===== src/rtl/prc_defines.svh =====
`ifndef PRC_DEFINES_SVH
`define PRC_DEFINES_SVH

// ----------------------------------------
// Register map
// ----------------------------------------
`define PRC_WINDOW_CTRL_OFS  12'h144
`define PRC_WINDOW_CTRL_RST  32'h0000_0000

// ----------------------------------------
// Field positions
// ----------------------------------------
`define PRC_ENABLE_BIT       0
`define PRC_TYPE_BIT         1
`define PRC_LEN_LSB          2
`define PRC_LEN_MSB          4
`define PRC_MASK_LSB         8
`define PRC_MASK_MSB         18
`define PRC_BASE_LSB         20
`define PRC_BASE_MSB         30
`define PRC_WR_MASK          32'h7FF7_FF1F

// ----------------------------------------
// Bus command codes and responses
// ----------------------------------------
`define PRC_CMD_IO_RD        4'h2
`define PRC_CMD_IO_WR        4'h3
`define PRC_CMD_MEM_RD       4'h6
`define PRC_CMD_MEM_WR       4'h7
`define PRC_CMD_MEM_RD_MULT  4'hC
`define PRC_CMD_MEM_RD_LINE  4'hE
`define PRC_RESP_OKAY        2'h0
`define PRC_RESP_SLVERR      2'h2

// ----------------------------------------
// Prefetch length codes
// ----------------------------------------
`define PRC_LEN_MAX_CODE     3'h5
`define PRC_PLAIN_DWORDS     6'h01

`endif


===== src/rtl/prc_pkg.sv =====
`include "prc_defines.svh"

package prc_pkg;
	typedef enum logic [3:0] {
		PRC_IO_RD        = `PRC_CMD_IO_RD,
		PRC_IO_WR        = `PRC_CMD_IO_WR,
		PRC_MEM_RD       = `PRC_CMD_MEM_RD,
		PRC_MEM_WR       = `PRC_CMD_MEM_WR,
		PRC_MEM_RD_MULT  = `PRC_CMD_MEM_RD_MULT,
		PRC_MEM_RD_LINE  = `PRC_CMD_MEM_RD_LINE
	} prc_cmd_t;

	typedef logic [10:0] prc_win_t;
	typedef logic [2:0]  prc_len_t;
endpackage


===== src/rtl/prc_match_if.sv =====
interface prc_match_if;
	import prc_pkg::*;
	logic            enable;
	logic            read_type;
	prc_len_t        len_code;
	prc_win_t        mask;
	prc_win_t        base;
	logic [30:0]     addr;
	logic [3:0]      cmd_in;
	logic            hit;
	logic [3:0]      cmd_out;
	logic [5:0]      dwords;

	modport ctrl (
		output enable, read_type, len_code, mask, base, addr, cmd_in,
		input  hit, cmd_out, dwords
	);
	modport dec (
		input  enable, read_type, len_code, mask, base, addr, cmd_in,
		output hit, cmd_out, dwords
	);
endinterface


===== src/rtl/prc_match.sv =====
`include "prc_defines.svh"

module prc_match
	import prc_pkg::*;
(
	prc_match_if.dec  m
);
	// ----------------------------------------
	// Window compare
	// ----------------------------------------
	prc_win_t  diff;
	logic      in_win;
	logic      is_mem_rd;

	// Masked positions never count against the window
	assign diff      = (m.addr[30:20] ^ m.base) & ~m.mask;
	assign in_win    = (diff == '0);
	assign is_mem_rd = (m.cmd_in == `PRC_CMD_MEM_RD);
	assign m.hit     = m.enable & in_win;

	// ----------------------------------------
	// Command and length choice
	// ----------------------------------------
	always_comb begin
		m.cmd_out = m.cmd_in;
		m.dwords  = `PRC_PLAIN_DWORDS;
		if (is_mem_rd && m.hit) begin
			m.cmd_out = m.read_type ? `PRC_CMD_MEM_RD_MULT
			                        : `PRC_CMD_MEM_RD_LINE;
			// Reserved codes fall back to a single Dword
			if (m.len_code <= `PRC_LEN_MAX_CODE) begin
				m.dwords = 6'(1) << m.len_code;
			end
		end else if (is_mem_rd) begin
			m.cmd_out = `PRC_CMD_MEM_RD;
		end
	end
endmodule


===== src/rtl/prc_sel.sv =====
// The implementer's own choice: register access over AXI4-Lite.
`include "prc_defines.svh"

// Behaviour
// - With the window disabled nothing hits and every memory read goes out as plain memory read.
// - A hitting read uses memory read line when the type bit is 0 and memory read multiple when it is 1.
// - A hit prefetches at most 1, 2, 4, 8, 16 or 32 Dwords for codes 0 to 5; codes 6 and 7 are reserved.
// - Each set mask bit 18:8 removes address bit 30:20 in order from the compare.
// - The window spans 1MB with no mask bits up to 2GB with all of them set.
// - Address bits 30:20 are compared with the base field, masked positions ignored.
// - A memory read that misses an enabled compare issues the plain memory read command.
// - Address bit 31 comes from a separate extension bit and is outside the compare.
module prc_sel
	import prc_pkg::*;
#(
	parameter int ADDR_W = 12
)(
	input  wire logic               mclk,
	input  wire logic               srst,
	input  wire logic               ce,
	input  wire logic [ADDR_W-1:0]  s_axi_awaddr,
	input  wire logic               s_axi_awvalid,
	output logic                    s_axi_awready,
	input  wire logic [31:0]        s_axi_wdata,
	input  wire logic [3:0]         s_axi_wstrb,
	input  wire logic               s_axi_wvalid,
	output logic                    s_axi_wready,
	output logic [1:0]              s_axi_bresp,
	output logic                    s_axi_bvalid,
	input  wire logic               s_axi_bready,
	input  wire logic [ADDR_W-1:0]  s_axi_araddr,
	input  wire logic               s_axi_arvalid,
	output logic                    s_axi_arready,
	output logic [31:0]             s_axi_rdata,
	output logic [1:0]              s_axi_rresp,
	output logic                    s_axi_rvalid,
	input  wire logic               s_axi_rready,
	input  wire logic               req_valid,
	input  wire logic [3:0]         req_cmd,
	input  wire logic [30:0]        req_addr,
	input  wire logic               addr_ext_hi,
	output logic                    out_valid,
	output logic [3:0]              out_cmd,
	output logic [31:0]             out_addr,
	output logic [5:0]              out_dwords,
	output logic                    out_hit
);
	// ----------------------------------------
	// Register and bus state
	// ----------------------------------------
	logic [31:0]        ctrl_r;
	logic [31:0]        ctrl_nxt;
	// Parked halves of a write
	logic               aw_held_r;
	logic [ADDR_W-1:0]  aw_addr_r;
	logic               w_held_r;
	logic [31:0]        w_data_r;
	logic [3:0]         w_strb_r;
	logic               do_write;
	logic               wr_hit;
	logic               rd_hit;
	logic               ctrl_we;
	logic               req_is_rd;
	logic [31:0]        wr_merge;

	// Decoder sees the register fields and the request directly
	prc_match_if  mif ();

	prc_match u_match (
		.m  (mif)
	);

	// ----------------------------------------
	// Write channel
	// ----------------------------------------
	// Address and data may arrive in either order; each is parked
	assign s_axi_awready = ~aw_held_r & ~s_axi_bvalid;
	assign s_axi_wready  = ~w_held_r & ~s_axi_bvalid;
	assign do_write      = aw_held_r & w_held_r & ~s_axi_bvalid;
	assign wr_hit        = (aw_addr_r[ADDR_W-1:2] ==
	                        (ADDR_W-2)'(`PRC_WINDOW_CTRL_OFS >> 2));
	// Unmapped writes still answer, but never touch the register
	assign ctrl_we       = ce & do_write & wr_hit;

	always_ff @(posedge mclk) begin
		if (srst) begin
			aw_held_r <= 1'b0;
			aw_addr_r <= '0;
		end else if (ce) begin
			if (s_axi_awvalid && s_axi_awready) begin
				aw_held_r <= 1'b1;
				aw_addr_r <= s_axi_awaddr;
			end else if (do_write) begin
				aw_held_r <= 1'b0;
			end
		end
	end

	always_ff @(posedge mclk) begin
		if (srst) begin
			w_held_r <= 1'b0;
			w_data_r <= '0;
			w_strb_r <= '0;
		end else if (ce) begin
			if (s_axi_wvalid && s_axi_wready) begin
				w_held_r <= 1'b1;
				w_data_r <= s_axi_wdata;
				w_strb_r <= s_axi_wstrb;
			end else if (do_write) begin
				w_held_r <= 1'b0;
			end
		end
	end

	// ----------------------------------------
	// Write response
	// ----------------------------------------
	// Store and response share an edge; a later read sees the new value
	always_ff @(posedge mclk) begin
		if (srst) begin
			s_axi_bvalid <= 1'b0;
			s_axi_bresp  <= `PRC_RESP_OKAY;
		end else if (ce) begin
			if (do_write) begin
				s_axi_bvalid <= 1'b1;
				s_axi_bresp  <= wr_hit ? `PRC_RESP_OKAY : `PRC_RESP_SLVERR;
			end else if (s_axi_bready) begin
				s_axi_bvalid <= 1'b0;
			end
		end
	end

	// ----------------------------------------
	// Window control register
	// ----------------------------------------
	// Strobes pick lanes from the parked data, the rest keep old bits
	for (genvar i = 0; i < 4; i++) begin : g_lane
		assign wr_merge[i*8 +: 8] = w_strb_r[i] ? w_data_r[i*8 +: 8]
		                            : ctrl_r[i*8 +: 8];
	end

	// Read-only bits are cut here so they can never be stored
	assign ctrl_nxt = wr_merge & `PRC_WR_MASK;

	// Reserved length codes are kept as written; the decoder limits them
	always_ff @(posedge mclk) begin
		if (srst) begin
			ctrl_r <= `PRC_WINDOW_CTRL_RST;
		end else if (ctrl_we) begin
			ctrl_r <= ctrl_nxt;
		end
	end

	// ----------------------------------------
	// Read channel
	// ----------------------------------------
	// Only one read in flight: the answer must drain first
	assign s_axi_arready = ~s_axi_rvalid;
	assign rd_hit        = (s_axi_araddr[ADDR_W-1:2] ==
	                        (ADDR_W-2)'(`PRC_WINDOW_CTRL_OFS >> 2));

	// Unmapped reads answer zero with an error response
	always_ff @(posedge mclk) begin
		if (srst) begin
			s_axi_rvalid <= 1'b0;
			s_axi_rdata  <= '0;
			s_axi_rresp  <= `PRC_RESP_OKAY;
		end else if (ce) begin
			if (s_axi_arvalid && s_axi_arready) begin
				s_axi_rvalid <= 1'b1;
				s_axi_rdata  <= rd_hit ? ctrl_r : '0;
				s_axi_rresp  <= rd_hit ? `PRC_RESP_OKAY
				                       : `PRC_RESP_SLVERR;
			end else if (s_axi_rready) begin
				s_axi_rvalid <= 1'b0;
			end
		end
	end

	// ----------------------------------------
	// Command selection path
	// ----------------------------------------
	assign mif.enable    = ctrl_r[`PRC_ENABLE_BIT];
	assign mif.read_type = ctrl_r[`PRC_TYPE_BIT];
	assign mif.len_code  = ctrl_r[`PRC_LEN_MSB:`PRC_LEN_LSB];
	assign mif.mask      = ctrl_r[`PRC_MASK_MSB:`PRC_MASK_LSB];
	assign mif.base      = ctrl_r[`PRC_BASE_MSB:`PRC_BASE_LSB];
	assign mif.addr      = req_addr;
	assign mif.cmd_in    = req_cmd;
	assign req_is_rd     = (req_cmd == `PRC_CMD_MEM_RD);

	// ----------------------------------------
	// Result registers
	// ----------------------------------------
	// One cycle of latency; valid copies req_valid and holds while ce is low
	always_ff @(posedge mclk) begin
		if (srst) begin
			out_valid <= 1'b0;
		end else if (ce) begin
			out_valid <= req_valid;
		end
	end

	// Results hold until the next request so a slow consumer can read them
	always_ff @(posedge mclk) begin
		if (srst) begin
			out_cmd    <= '0;
			out_addr   <= '0;
			out_dwords <= '0;
			out_hit    <= 1'b0;
		end else if (ce && req_valid) begin
			out_cmd    <= mif.cmd_out;
			// Bit 31 never enters the compare; it rides along
			out_addr   <= {addr_ext_hi, req_addr};
			out_dwords <= mif.dwords;
			// Hit is only reported for plain memory reads
			out_hit    <= mif.hit & req_is_rd;
		end
	end
endmodule


===== config.mk =====
export PLATFORM = sky130hd
export DESIGN_NAME = prc_sel
export DESIGN_NICKNAME = d
export VERILOG_FILES = /design/src/rtl/prc_pkg.sv /design/src/rtl/prc_match_if.sv /design/src/rtl/prc_match.sv /design/src/rtl/prc_sel.sv
export VERILOG_INCLUDE_DIRS = /design/src /design/src/rtl
export SDC_FILE = /design/constraint.sdc
export NUM_CORES = 1
export LEC_CHECK = 0
export BUFFER_PORTS_ARGS = -buffer_cell sky130_fd_sc_hd__buf_2
export CAP_MARGIN = 10
export CORE_MARGIN = 2
export CORE_UTILIZATION = 48
export DETAILED_ROUTE_END_ITERATION = 7
export GPL_ROUTABILITY_DRIVEN = 0
export PLACE_DENSITY = 0.89
export SYNTH_ARGS = -nofsm -noshare
export SYNTH_HDL_FRONTEND = slang
export SYNTH_SLANG_ARGS = --single-unit

===== constraint.sdc =====
create_clock -name mclk -period 2.16 [get_ports mclk]
set_input_delay 0.324 -clock mclk [delete_from_list [all_inputs] [get_ports mclk]]
set_output_delay 0.324 -clock mclk [all_outputs]
set_load 0.01 [all_outputs]

==> impl_metrics.csv, run 1 <==
group,metric,value,unit
routing,vias,4774,
placement,dp_hpwl,9.77,mm
synth,synth_edf_count,0,
worst_setup_path,start_kind,"register",
flow_run,drv_cap,0,
placement,dpl.cell_count,915,
floorplan,die_x,110,um
clock_tree,cts_root_buf,"clkbuf_8",
clock_tree,ctsHoldBuffers,0,
routing,drtPass1Iterations,5,
timing,finalHoldWorstSlack,0.0395,ns
synth,synth-async-reset-ratio,0,%
clock_tree,cts-buffers-inserted,17,
worst_setup_path,r2r_start,"aw_addr_r[8]$_SDFFE_PP0P_",
floorplan,io_pins,190,
synth,netlist_instances,631,
timing,hold_violations,0,
global_route,grt_pass1_wl,21.2,mm
timing,max_freq,0.511,GHz
routing,drt_wl_total,13.5,mm
layout,syn_to_final_growth,28.8,%
global_route,grtUsageTotal,23.0,%
timing,fin_worst_skew,0.00520,ns
pwr,power,5.97,mW
timing,max_slew_margin,60.7,%
floorplan,start_util,49.4,%
clock_tree,cts_buffer_depth,2,
global_route,grt_pass1_vias,4443,
clock_tree,h-tree-depth,4,
placement,io_buffers,173,
layout,drive_gt1_share,28.0,%
timing,fin_crit,1.96,ns
synth,ys_warn_count,0,
timing,fin_tns_setup,0,ns
worst_setup_path,crit_path_end_kind,"register",
routing,detail_route.vias_per_cell,5.05,
pwr,ir_worst_vdd,0.461,mV
worst_setup_path,startpoint,"aw_addr_r[8]$_SDFFE_PP0P_",
global_route,grt_max_degree,67,
layout,final_common_cell,"buf_2",
clock_tree,path_clk_slew,0.06,ns
clock_tree,postCtsSetupBuffers,0,
pwr,power.static_leakage,3.07,nW
worst_setup_path,cp_max_fo,7,
clock_tree,cts_tree,"yes",
hold_path,min_path_type,"in2reg",
layout,fin_nets,899,
synth,synth_top_flop_cell,"dfxtp_1",
timing,finalSetupViolCount,0,
timing,fin_crit_sh,90.6,%
global_route,antenna_found_initial,0,
timing,drv_slew,0,
layout,fin_cells,945,
clock_tree,ctsResizeCount,0,
timing,tightest_slew,0.588,ns
synth,ys_types,40,
worst_setup_path,arrival,2.36,ns
hold_path,min_from,"s_axi_awaddr[2]",
global_route,gr-total-overflow,0,
worst_setup_path,r2r_cells,5,
layout,n_antenna_cell,0,
synth,ys_ff_latch,145,
clock_tree,clock_latency,0.52,ns
worst_setup_path,critPathKind,"reg2reg",
status,status,"finished, final reports clean",
hold_path,min_to,"aw_addr_r[2]$_SDFFE_PP0P_",
routing,wl_per_cell,14.3,um
floorplan,rows,38,
timing,rsz0062_at_grt,"no",
worst_setup_path,r2r_setup_slack,0.20,ns
floorplan,die_y,110,um
pwr,p_per_area,865,mW/mm2
routing,dr.first_iter.drc_count,408,
floorplan,core,0.0108,mm2
floorplan,dieArea,0.0120,mm2
synth,post_synth.cell_area_avg,8.49,um2
synth,synth_area,0.00536,mm2
worst_setup_path,critPathRequiredTime,2.56,ns
worst_setup_path,worstReg2RegEnd,"ctrl_r[24]$_SDFFE_PP0P_",
layout,layout_common_cells,"buf_2 (172), nand2_1 (170), dfxtp_1 (145), a21oi_1 (86), nor2_1 (64)",
hold_path,holdPathStages,3,
routing,drc,0,
layout,fillers,924,
synth,ys_seq_area_share,54.2,%
clock_tree,cts.sinks,145,
routing,ant_nets,0,
-- state kept, by name (all words and copies together), names as in the netlist, 4 cells and up --
register	cells
w_strb_r	4
out_addr	32
out_dwords	6
s_axi_rdata	27
aw_addr_r	10
w_data_r	27
ctrl_r	27
out_cmd	4
-- where the power goes --
part | internal [mW] | switching, mW
Sequential | 2.75 | 0.0403
Combinational | 0.172 | 0.246
Clock | 1.66 | 1.10
-- synth_stat cells, types with 2 or more instances --
cell,count,area (um2)
nand3_1,10,50.1
buf_2,2,10.0
buf_4,7,52.6
o31ai_1,3,22.5
mux2i_1,22,220
nand2b_1,4,25.0
nor4_1,4,25.0
buf_1,2,7.51
dfxtp_1,145,2900
nor2b_1,2,12.5
nand3b_1,3,22.5
o22ai_1,4,25.0
or2_2,3,18.8
a22oi_1,27,203
a21oi_1,86,430
clkbuf_1,35,131
nand2_2,3,18.8
nor3b_1,2,15.0
nor3_1,2,10.0
nand2_1,170,638
and3b_1,2,17.5
nor2_1,64,240
o41ai_1,2,17.5
xnor2_1,11,96.3
-- stage by stage --
| stage | instance area (um2) | worst slack, ns | util [%] |
|---|---|---|---|
| global placement | 6330 | 0.121 | 58.4 |
| global route | 6900 | 0.0558 | 63.6 |
| floorplan | 5380 | 0.225 | - |
| CTS | 6900 | 0.179 | 63.6 |
| finish | 6900 | 0.202 | 63.6 |
| detailed placement | 6330 | 0.108 | 58.4 |
-- cells by family (layout without fill, tap and decap cells) --
logic type | Yosys count | in the layout | share of synthesized area [%]
other | 1 | 7 | 0.0700
AOI/OAI and AO/OA | 128 | 128 | 13.9
DFF | 145 | 145 | 54.2
muxes | 22 | 22 | 4.11
buffers and inverters | 47 | 215 | 3.83
xor gates and xnor gates | 11 | 11 | 1.80
and+or+nand+nor | 277 | 277 | 22.1
-- worst max path at each step --
| stage | endpoint | slack, ns | cells past startpoint |
|---|---|---|---|
| floorplan | ctrl_r[10]$_SDFFE_PP0P_ | 0.22 | 5 |
| global placement | out_dwords[3]$_SDFFE_PP0P_ | 0.12 | 6 |
| detailed placement | out_dwords[1]$_SDFFE_PP0P_ | 0.11 | 6 |
| CTS | ctrl_r[24]$_SDFFE_PP0P_ | 0.18 | 5 |
| global route | ctrl_r[21]$_SDFFE_PP0P_ | 0.06 | 5 |
| finish | ctrl_r[24]$_SDFFE_PP0P_ | 0.20 | 5 |
-- layout make-up --
cell class / count / area (um2) / share of cell area (%)
Clock buffer: 18 / 428 / 6.20
Clock inverter: 12 / 138 / 1.99
Inverter: 1 / 3.75 / 0.0544
Multi-Input combinational cell: 445 / 2280 / 33.0
Sequential cell: 145 / 2900 / 42.1
Tap cell: 140 / 175 / 2.54
Timing Repair Buffer: 184 / 976 / 14.1
-- routing by layer --
metal / global-route usage, % / wire (um) / vias to the layer above
met2: 37.2 / 6280 / 181
li1: - / - / 2432
met5: 0 / 0 / -
met1: 28.6 / 5780 / 2133
met3: 6.99 / 1180 / 28
met4: 9.31 / 252 / 0
-- worst max-delay path: stages, from the launching register on --
cell and delay [ns]:
dfxtp_1 0.33, or4bb_2 0.66, nor4_4 0.30, nand2_2 0.26, mux2i_1 0.23, nor2_1 0.06
(Power assumes the default switching activity.)
==> inputs of run 2 (changes only) <==
--- a/config.mk
+++ b/config.mk
@@ -6,6 +6,7 @@
 export SDC_FILE = /design/constraint.sdc
 export NUM_CORES = 1
 export LEC_CHECK = 0
+export ABC_AREA = 1
 export BUFFER_PORTS_ARGS = -buffer_cell sky130_fd_sc_hd__buf_2
 export CAP_MARGIN = 10
 export CORE_MARGIN = 2
==> impl_metrics.csv, run 2 <==
group,metric,value,unit
worst_setup_path,critPathRequiredTime,2.48,ns
synth,ys_top_cells_by_area,"dfxtp_1 (52%), nor2_1 (13%), nand2_1 (11%), o21ai_0 (7.1%), a21oi_1 (5.0%)",
synth,ys_types,18,
pwr,power.static_leakage,3.47,nW
layout,fillers,1000,
timing,finalHoldWorstSlack,0.151,ns
routing,dr.first_iter.drc_count,368,
pwr,power_frac_comb,8.2,%
status,status,"finished, final reports clean",
layout,syn_to_final_growth,28.3,%
global_route,grt_pass1_wl,23.6,mm
synth,synth_common_cells,"nor2_1 (196), nand2_1 (168), dfxtp_1 (145)",
timing,fin_crit_sh,84.8,%
routing,detail_route.vias_per_cell,4.91,
synth,synth_area,0.00553,mm2
synth,synth.most_common_cell,"nor2_1",
routing,wl_per_cell,13.6,um
floorplan,dieArea,0.0124,mm2
clock_tree,h-tree-depth,4,
pwr,clkPwrFrac,45.1,%
synth,synth-async-reset-ratio,0,%
synth,post_synth.cell_area_avg,7.17,um2
worst_setup_path,arrival,2.15,ns
worst_setup_path,r2r_setup_slack,0.33,ns
global_route,grt_pass1_vias,5055,
pwr,sw_frac_of_total,24.2,%
placement,dp_hpwl,10.5,mm
clock_tree,cts.sinks,145,
pwr,p_switching,1.47,mW
worst_setup_path,cp_max_fo,13,
synth,synth_edf_count,0,
routing,drt_wl_total,14.9,mm
timing,hold_violations,0,
placement,place_ws,0.382,ns
worst_setup_path,start_kind,"register",
timing,fin_crit,1.83,ns
routing,drtPass1Iterations,5,
floorplan,rows,39,
clock_tree,path_clk_slew,0.06,ns
timing,drv_slew,0,
pwr,ir_worst_vdd,0.554,mV
clock_tree,cts_buffer_depth,2,
timing,rsz0062_at_grt,"no",
pwr,p_int,4.60,mW
routing,ant_nets,0,
layout,post-route-util,62.7,%
clock_tree,ctsHoldBuffers,0,
timing,max_freq,0.546,GHz
timing,layout_setup_ws,0.329,ns
timing,fin_worst_skew,0.00695,ns
floorplan,die_y,111,um
global_route,grt_max_degree,43,
global_route,grtUsageTotal,24.0,%
layout,layout_common_cells,"nor2_1 (196), buf_2 (173), nand2_1 (168), dfxtp_1 (145), o21ai_0 (78)",
layout,final_common_cell,"nor2_1",
floorplan,start_util,48.9,%
routing,vias,5372,
global_route,antenna_found_initial,0,
layout,fin_nets,1044,
synth,synth_top_area_share,52.5,%
pwr,p_per_area,855,mW/mm2
layout,regMostFlops,"out_addr",
floorplan,core,0.0113,mm2
global_route,gr-total-overflow,0,
worst_setup_path,crit_path_end_kind,"register",
clock_tree,ctsResizeCount,0,
clock_tree,cts-buffers-inserted,17,
layout,n_antenna_cell,0,
hold_path,min_path_type,"in2reg",
floorplan,io_pins,190,
layout,drive_gt1_share,23.4,%
timing,fin_tns_setup,0,ns
pwr,power,6.07,mW
timing,finalSetupViolCount,0,
synth,synth.largest_area_cell,"dfxtp_1",
synth,ys_ff_latch,145,
clock_tree,cts_tree,"yes",
pwr,seq_power_share,46.7,%
layout,largest_register_ffs,32,
synth,ys_warn_count,0,
clock_tree,clock_latency,0.42,ns
synth,netlist_instances,772,
synth,synth_top_flop_cell,"dfxtp_1",
clock_tree,cts_root_buf,"clkbuf_16",
floorplan,die_x,111,um
flow_run,drv_cap,0,
clock_tree,postCtsSetupBuffers,0,
placement,io_buffers,173,
routing,drc,0,
worst_setup_path,critPathKind,"reg2reg",
synth,ys_seq_area_share,52.5,%
==> run 2: cell types whose count changed after synthesis, moves of 22 or more <==
cell,before,now
a21oi_1,86,55
a22oi_1,27,0
inv_1,1,48
o21ai_0,1,78
mux2i_1,22,0
nor2_1,64,196
==> run 2: kinds of logic (layout without fill, tap and decap cells) <==
group,Yosys count,count (layout),share of synthesized area [%]
compound gates,134,134,12.1
flops,145,145,52.5
simple gates,396,396,28.2
buf+inv,96,270,7.12
other cells,1,7,0.0678
==> run 2: path summary, 6_finish.rpt <==
kind | end | start | depth (start not counted)
setup / recovery | ctrl_r[8]$_SDFFE_PP0P_ | aw_held_r$_SDFFE_PP0P_ | 8
setup reg to reg | ctrl_r[8]$_SDFFE_PP0P_ | aw_held_r$_SDFFE_PP0P_ | 8
hold / removal | w_data_r[10]$_SDFFE_PP0P_ | s_axi_wdata[10] | 3
hold reg to reg | aw_addr_r[9]$_SDFFE_PP0P_ | aw_addr_r[9]$_SDFFE_PP0P_ | 2
==> run 2: layout make-up <==
| class | count | area [um2] | area share (%) |
|---|---|---|---|
| inverters | 49 | 184 | 2.59 |
| flip-flops and latches | 145 | 2900 | 40.9 |
| well taps | 143 | 179 | 2.52 |
| clock buffers | 20 | 447 | 6.29 |
| repair buffers | 189 | 1010 | 14.2 |
| multi-input cells | 537 | 2260 | 31.9 |
| clock inverters | 12 | 110 | 1.55 |
==> run 2: layer usage <==
metal	wire length [um]	vias to the layer above	part of all wire [%]	GRT usage [%]
li1	-	2754	-	-
met1	6300	2367	42	28.2
met3	924	35	6.2	6.10
met2	7210	216	48	41.3
met5	0	-	0	0
met4	444	0	3.0	11.3
==> run 2: power by group through the flow <==
stage	registers (mW)	clock network, mW	logic (mW)
finish	2.84	2.74	0.495
floorplan	2.91	0	0.264
detailed placement	2.89	0	0.493
global route	2.85	2.88	0.560
global placement	2.89	0	0.483
CTS	2.84	2.76	0.497
==> run 2: stage by stage <==
step | std cells | instance area, um2
6_report | 1095 | 7100
5_1_grt | 1095 | 7100
4_1_cts | 1095 | 7100
3_5_place_dp | 1063 | 6540
3_3_place_gp | 1063 | 6540
2_1_floorplan | 778 | 5560
==> run 2: worst max-delay path: stages, from the launching register on <==
cell,delay (ns)
dfxtp_1,0.35
nand2_1,0.06
nor2_1,0.14
nand2_1,0.18
nor4_4,0.39
nand2_1,0.20
buf_4,0.23
nor2_1,0.12
nor2_1,0.07
==> inputs of run 3 (changes only) <==
==> constraint.sdc (replaced) <==
create_clock -name mclk -period 1.8 [get_ports mclk]
set_input_delay 0.27 -clock mclk [delete_from_list [all_inputs] [get_ports mclk]]
set_output_delay 0.27 -clock mclk [all_outputs]
set_load 0.01 [all_outputs]
==> impl_metrics.csv, run 3 (synthesis gave the netlist of run 2 again) <==
group,metric,value,unit
timing,finalHoldWorstSlack,0.0897,ns
placement,dp_hpwl,10.4,mm
pwr,ir_worst_vdd,0.592,mV
timing,hold_violations,0,
status,status,"finished, final reports clean",
timing,fin_crit_sh,94.6,%
routing,detail_route.vias_per_cell,4.92,
global_route,grt_max_degree,43,
routing,dr.first_iter.drc_count,404,
layout,multi_input_area,0.00227,mm2
layout,layout_common_cells,"nor2_1 (195), buf_2 (173), nand2_1 (167), dfxtp_1 (145), o21ai_0 (78)",
layout,fillers,1003,
placement,io_buffers,173,
worst_setup_path,start_kind,"register",
timing,fin_crit,1.70,ns
routing,drtPass1Iterations,4,
layout,final_common_cell,"nor2_1",
clock_tree,cts.sinks,145,
floorplan,dieArea,0.0124,mm2
clock_tree,h-tree-depth,4,
layout,fin_nets,1048,
layout,regMostFlops,"out_addr",
layout,seqCellArea,0.00290,mm2
pwr,sw_frac_of_total,23.9,%
worst_setup_path,critPathRequiredTime,2.15,ns
worst_setup_path,cp_max_fo,10,
global_route,gr-total-overflow,0,
floorplan,die_x,111,um
layout,n_antenna_cell,0,
global_route,antenna_found_initial,0,
routing,drt_wl_total,14.9,mm
timing,drv_slew,0,
floorplan,rows,39,
clock_tree,ctsHoldBuffers,0,
clock_tree,clock_latency,0.42,ns
floorplan,core,0.0113,mm2
clock_tree,cts_root_buf,"clkbuf_16",
worst_setup_path,arrival,2.05,ns
clock_tree,cts_buffer_depth,2,
pwr,power.static_leakage,3.51,nW
worst_setup_path,crit_path_end_kind,"register",
flow_run,drv_cap,0,
routing,drc,0,
layout,drive_gt1_share,24.1,%
pwr,seq_power_share,45.8,%
timing,fin_worst_skew,0.00782,ns
worst_setup_path,critPathKind,"reg2reg",
timing,fin_tns_setup,0,ns
timing,finalSetupViolCount,0,
pwr,p_int,5.65,mW
pwr,clkPwrFrac,46.0,%
hold_path,min_path_type,"in2reg",
routing,vias,5400,
layout,largest_register_ffs,32,
pwr,p_switching,1.77,mW
routing,ant_nets,0,
pwr,power_frac_comb,8.1,%
clock_tree,cts_tree,"yes",
floorplan,start_util,48.9,%
clock_tree,path_clk_slew,0.06,ns
floorplan,io_pins,190,
layout,syn_to_final_growth,30.0,%
routing,wl_per_cell,13.6,um
global_route,grt_pass1_vias,4914,
clock_tree,cts-buffers-inserted,17,
global_route,grt_pass1_wl,23.4,mm
floorplan,die_y,111,um
global_route,grtUsageTotal,23.7,%
pwr,p_per_area,1030,mW/mm2
timing,max_freq,0.587,GHz
[run 3: timing repair]
| action | CTS | global route |
|---|---|---|
| endpoints found under the hold margin | 0 | 0 |
| endpoints found under the setup margin | 0 | 10 |
| buffers inserted | 0 | 1 |
| resized for setup | 0 | 2 |
[run 3: area by class of cell]
class | count | area share [%]
clock buffers | 18 | 6.11
clock inverters | 13 | 1.93
inverters | 49 | 2.56
multi-input cells | 537 | 31.6
flip-flops and latches | 145 | 40.4
well taps | 143 | 2.49
repair buffers | 193 | 15.0
[run 3: path summary, 6_finish.rpt]
path,endpoint,from,cells after the start,slack [ns]
worst min register to register,s_axi_rdata[15]$_SDFFE_PP0P_,ctrl_r[15]$_SDFFE_PP0P_,2,0.45
worst max-delay path,ctrl_r[3]$_SDFFE_PP0P_,w_held_r$_SDFFE_PP0P_,10,0.1
worst min-delay path,w_data_r[12]$_SDFFE_PP0P_,s_axi_wdata[12],3,0.09
worst max register to register,ctrl_r[3]$_SDFFE_PP0P_,w_held_r$_SDFFE_PP0P_,10,0.1
[run 3: per-layer routing]
| layer | GRT usage (%) | up-vias | share of wire, % | wire length, um |
|---|---|---|---|---|
| li1 | - | 2760 | - | - |
| met5 | 0 | - | 0 | 0 |
| met1 | 28.9 | 2432 | 43 | 6380 |
| met2 | 40.7 | 182 | 48 | 7240 |
| met4 | 7.49 | 0 | 2.4 | 353 |
| met3 | 6.80 | 26 | 6.5 | 966 |
[run 3: power by group through the flow]
| stage | clock network, mW | logic [mW] | registers [mW] |
|---|---|---|---|
| 6_report | 3.42 | 0.604 | 3.40 |
| 5_1_grt | 3.58 | 0.680 | 3.42 |
| 4_1_cts | 3.46 | 0.606 | 3.40 |
| 3_5_place_dp | 0 | 0.601 | 3.47 |
| 3_3_place_gp | 0 | 0.587 | 3.46 |
| 2_1_floorplan | 0 | 0.317 | 3.49 |
[run 3: through the flow]
step                      util [%]  setup WS (ns)  cell area, um2  power (mW)  std cells
after detailed placement      58.3          0.146            6600        4.07       1066
final                         63.5         0.0964            7190        7.43       1098
after global placement        58.3          0.209            6600        4.05       1066
after CTS                     63.4         0.0842            7180        7.46       1097
after floorplan                  -          0.351            5560        3.81        778
after global routing          63.5        -0.0227            7190        7.68       1098
[run 3: worst max-delay path, stage by stage, from the launching register on]
cell and delay, ns:
dfxtp_1 0.35, nand2_1 0.08, nor2_2 0.15, nand2_2 0.13
nor4_4 0.27, buf_4 0.19, nand2_1 0.06, buf_4 0.17
nand2_1 0.06, nand2_1 0.06, nor2_1 0.11
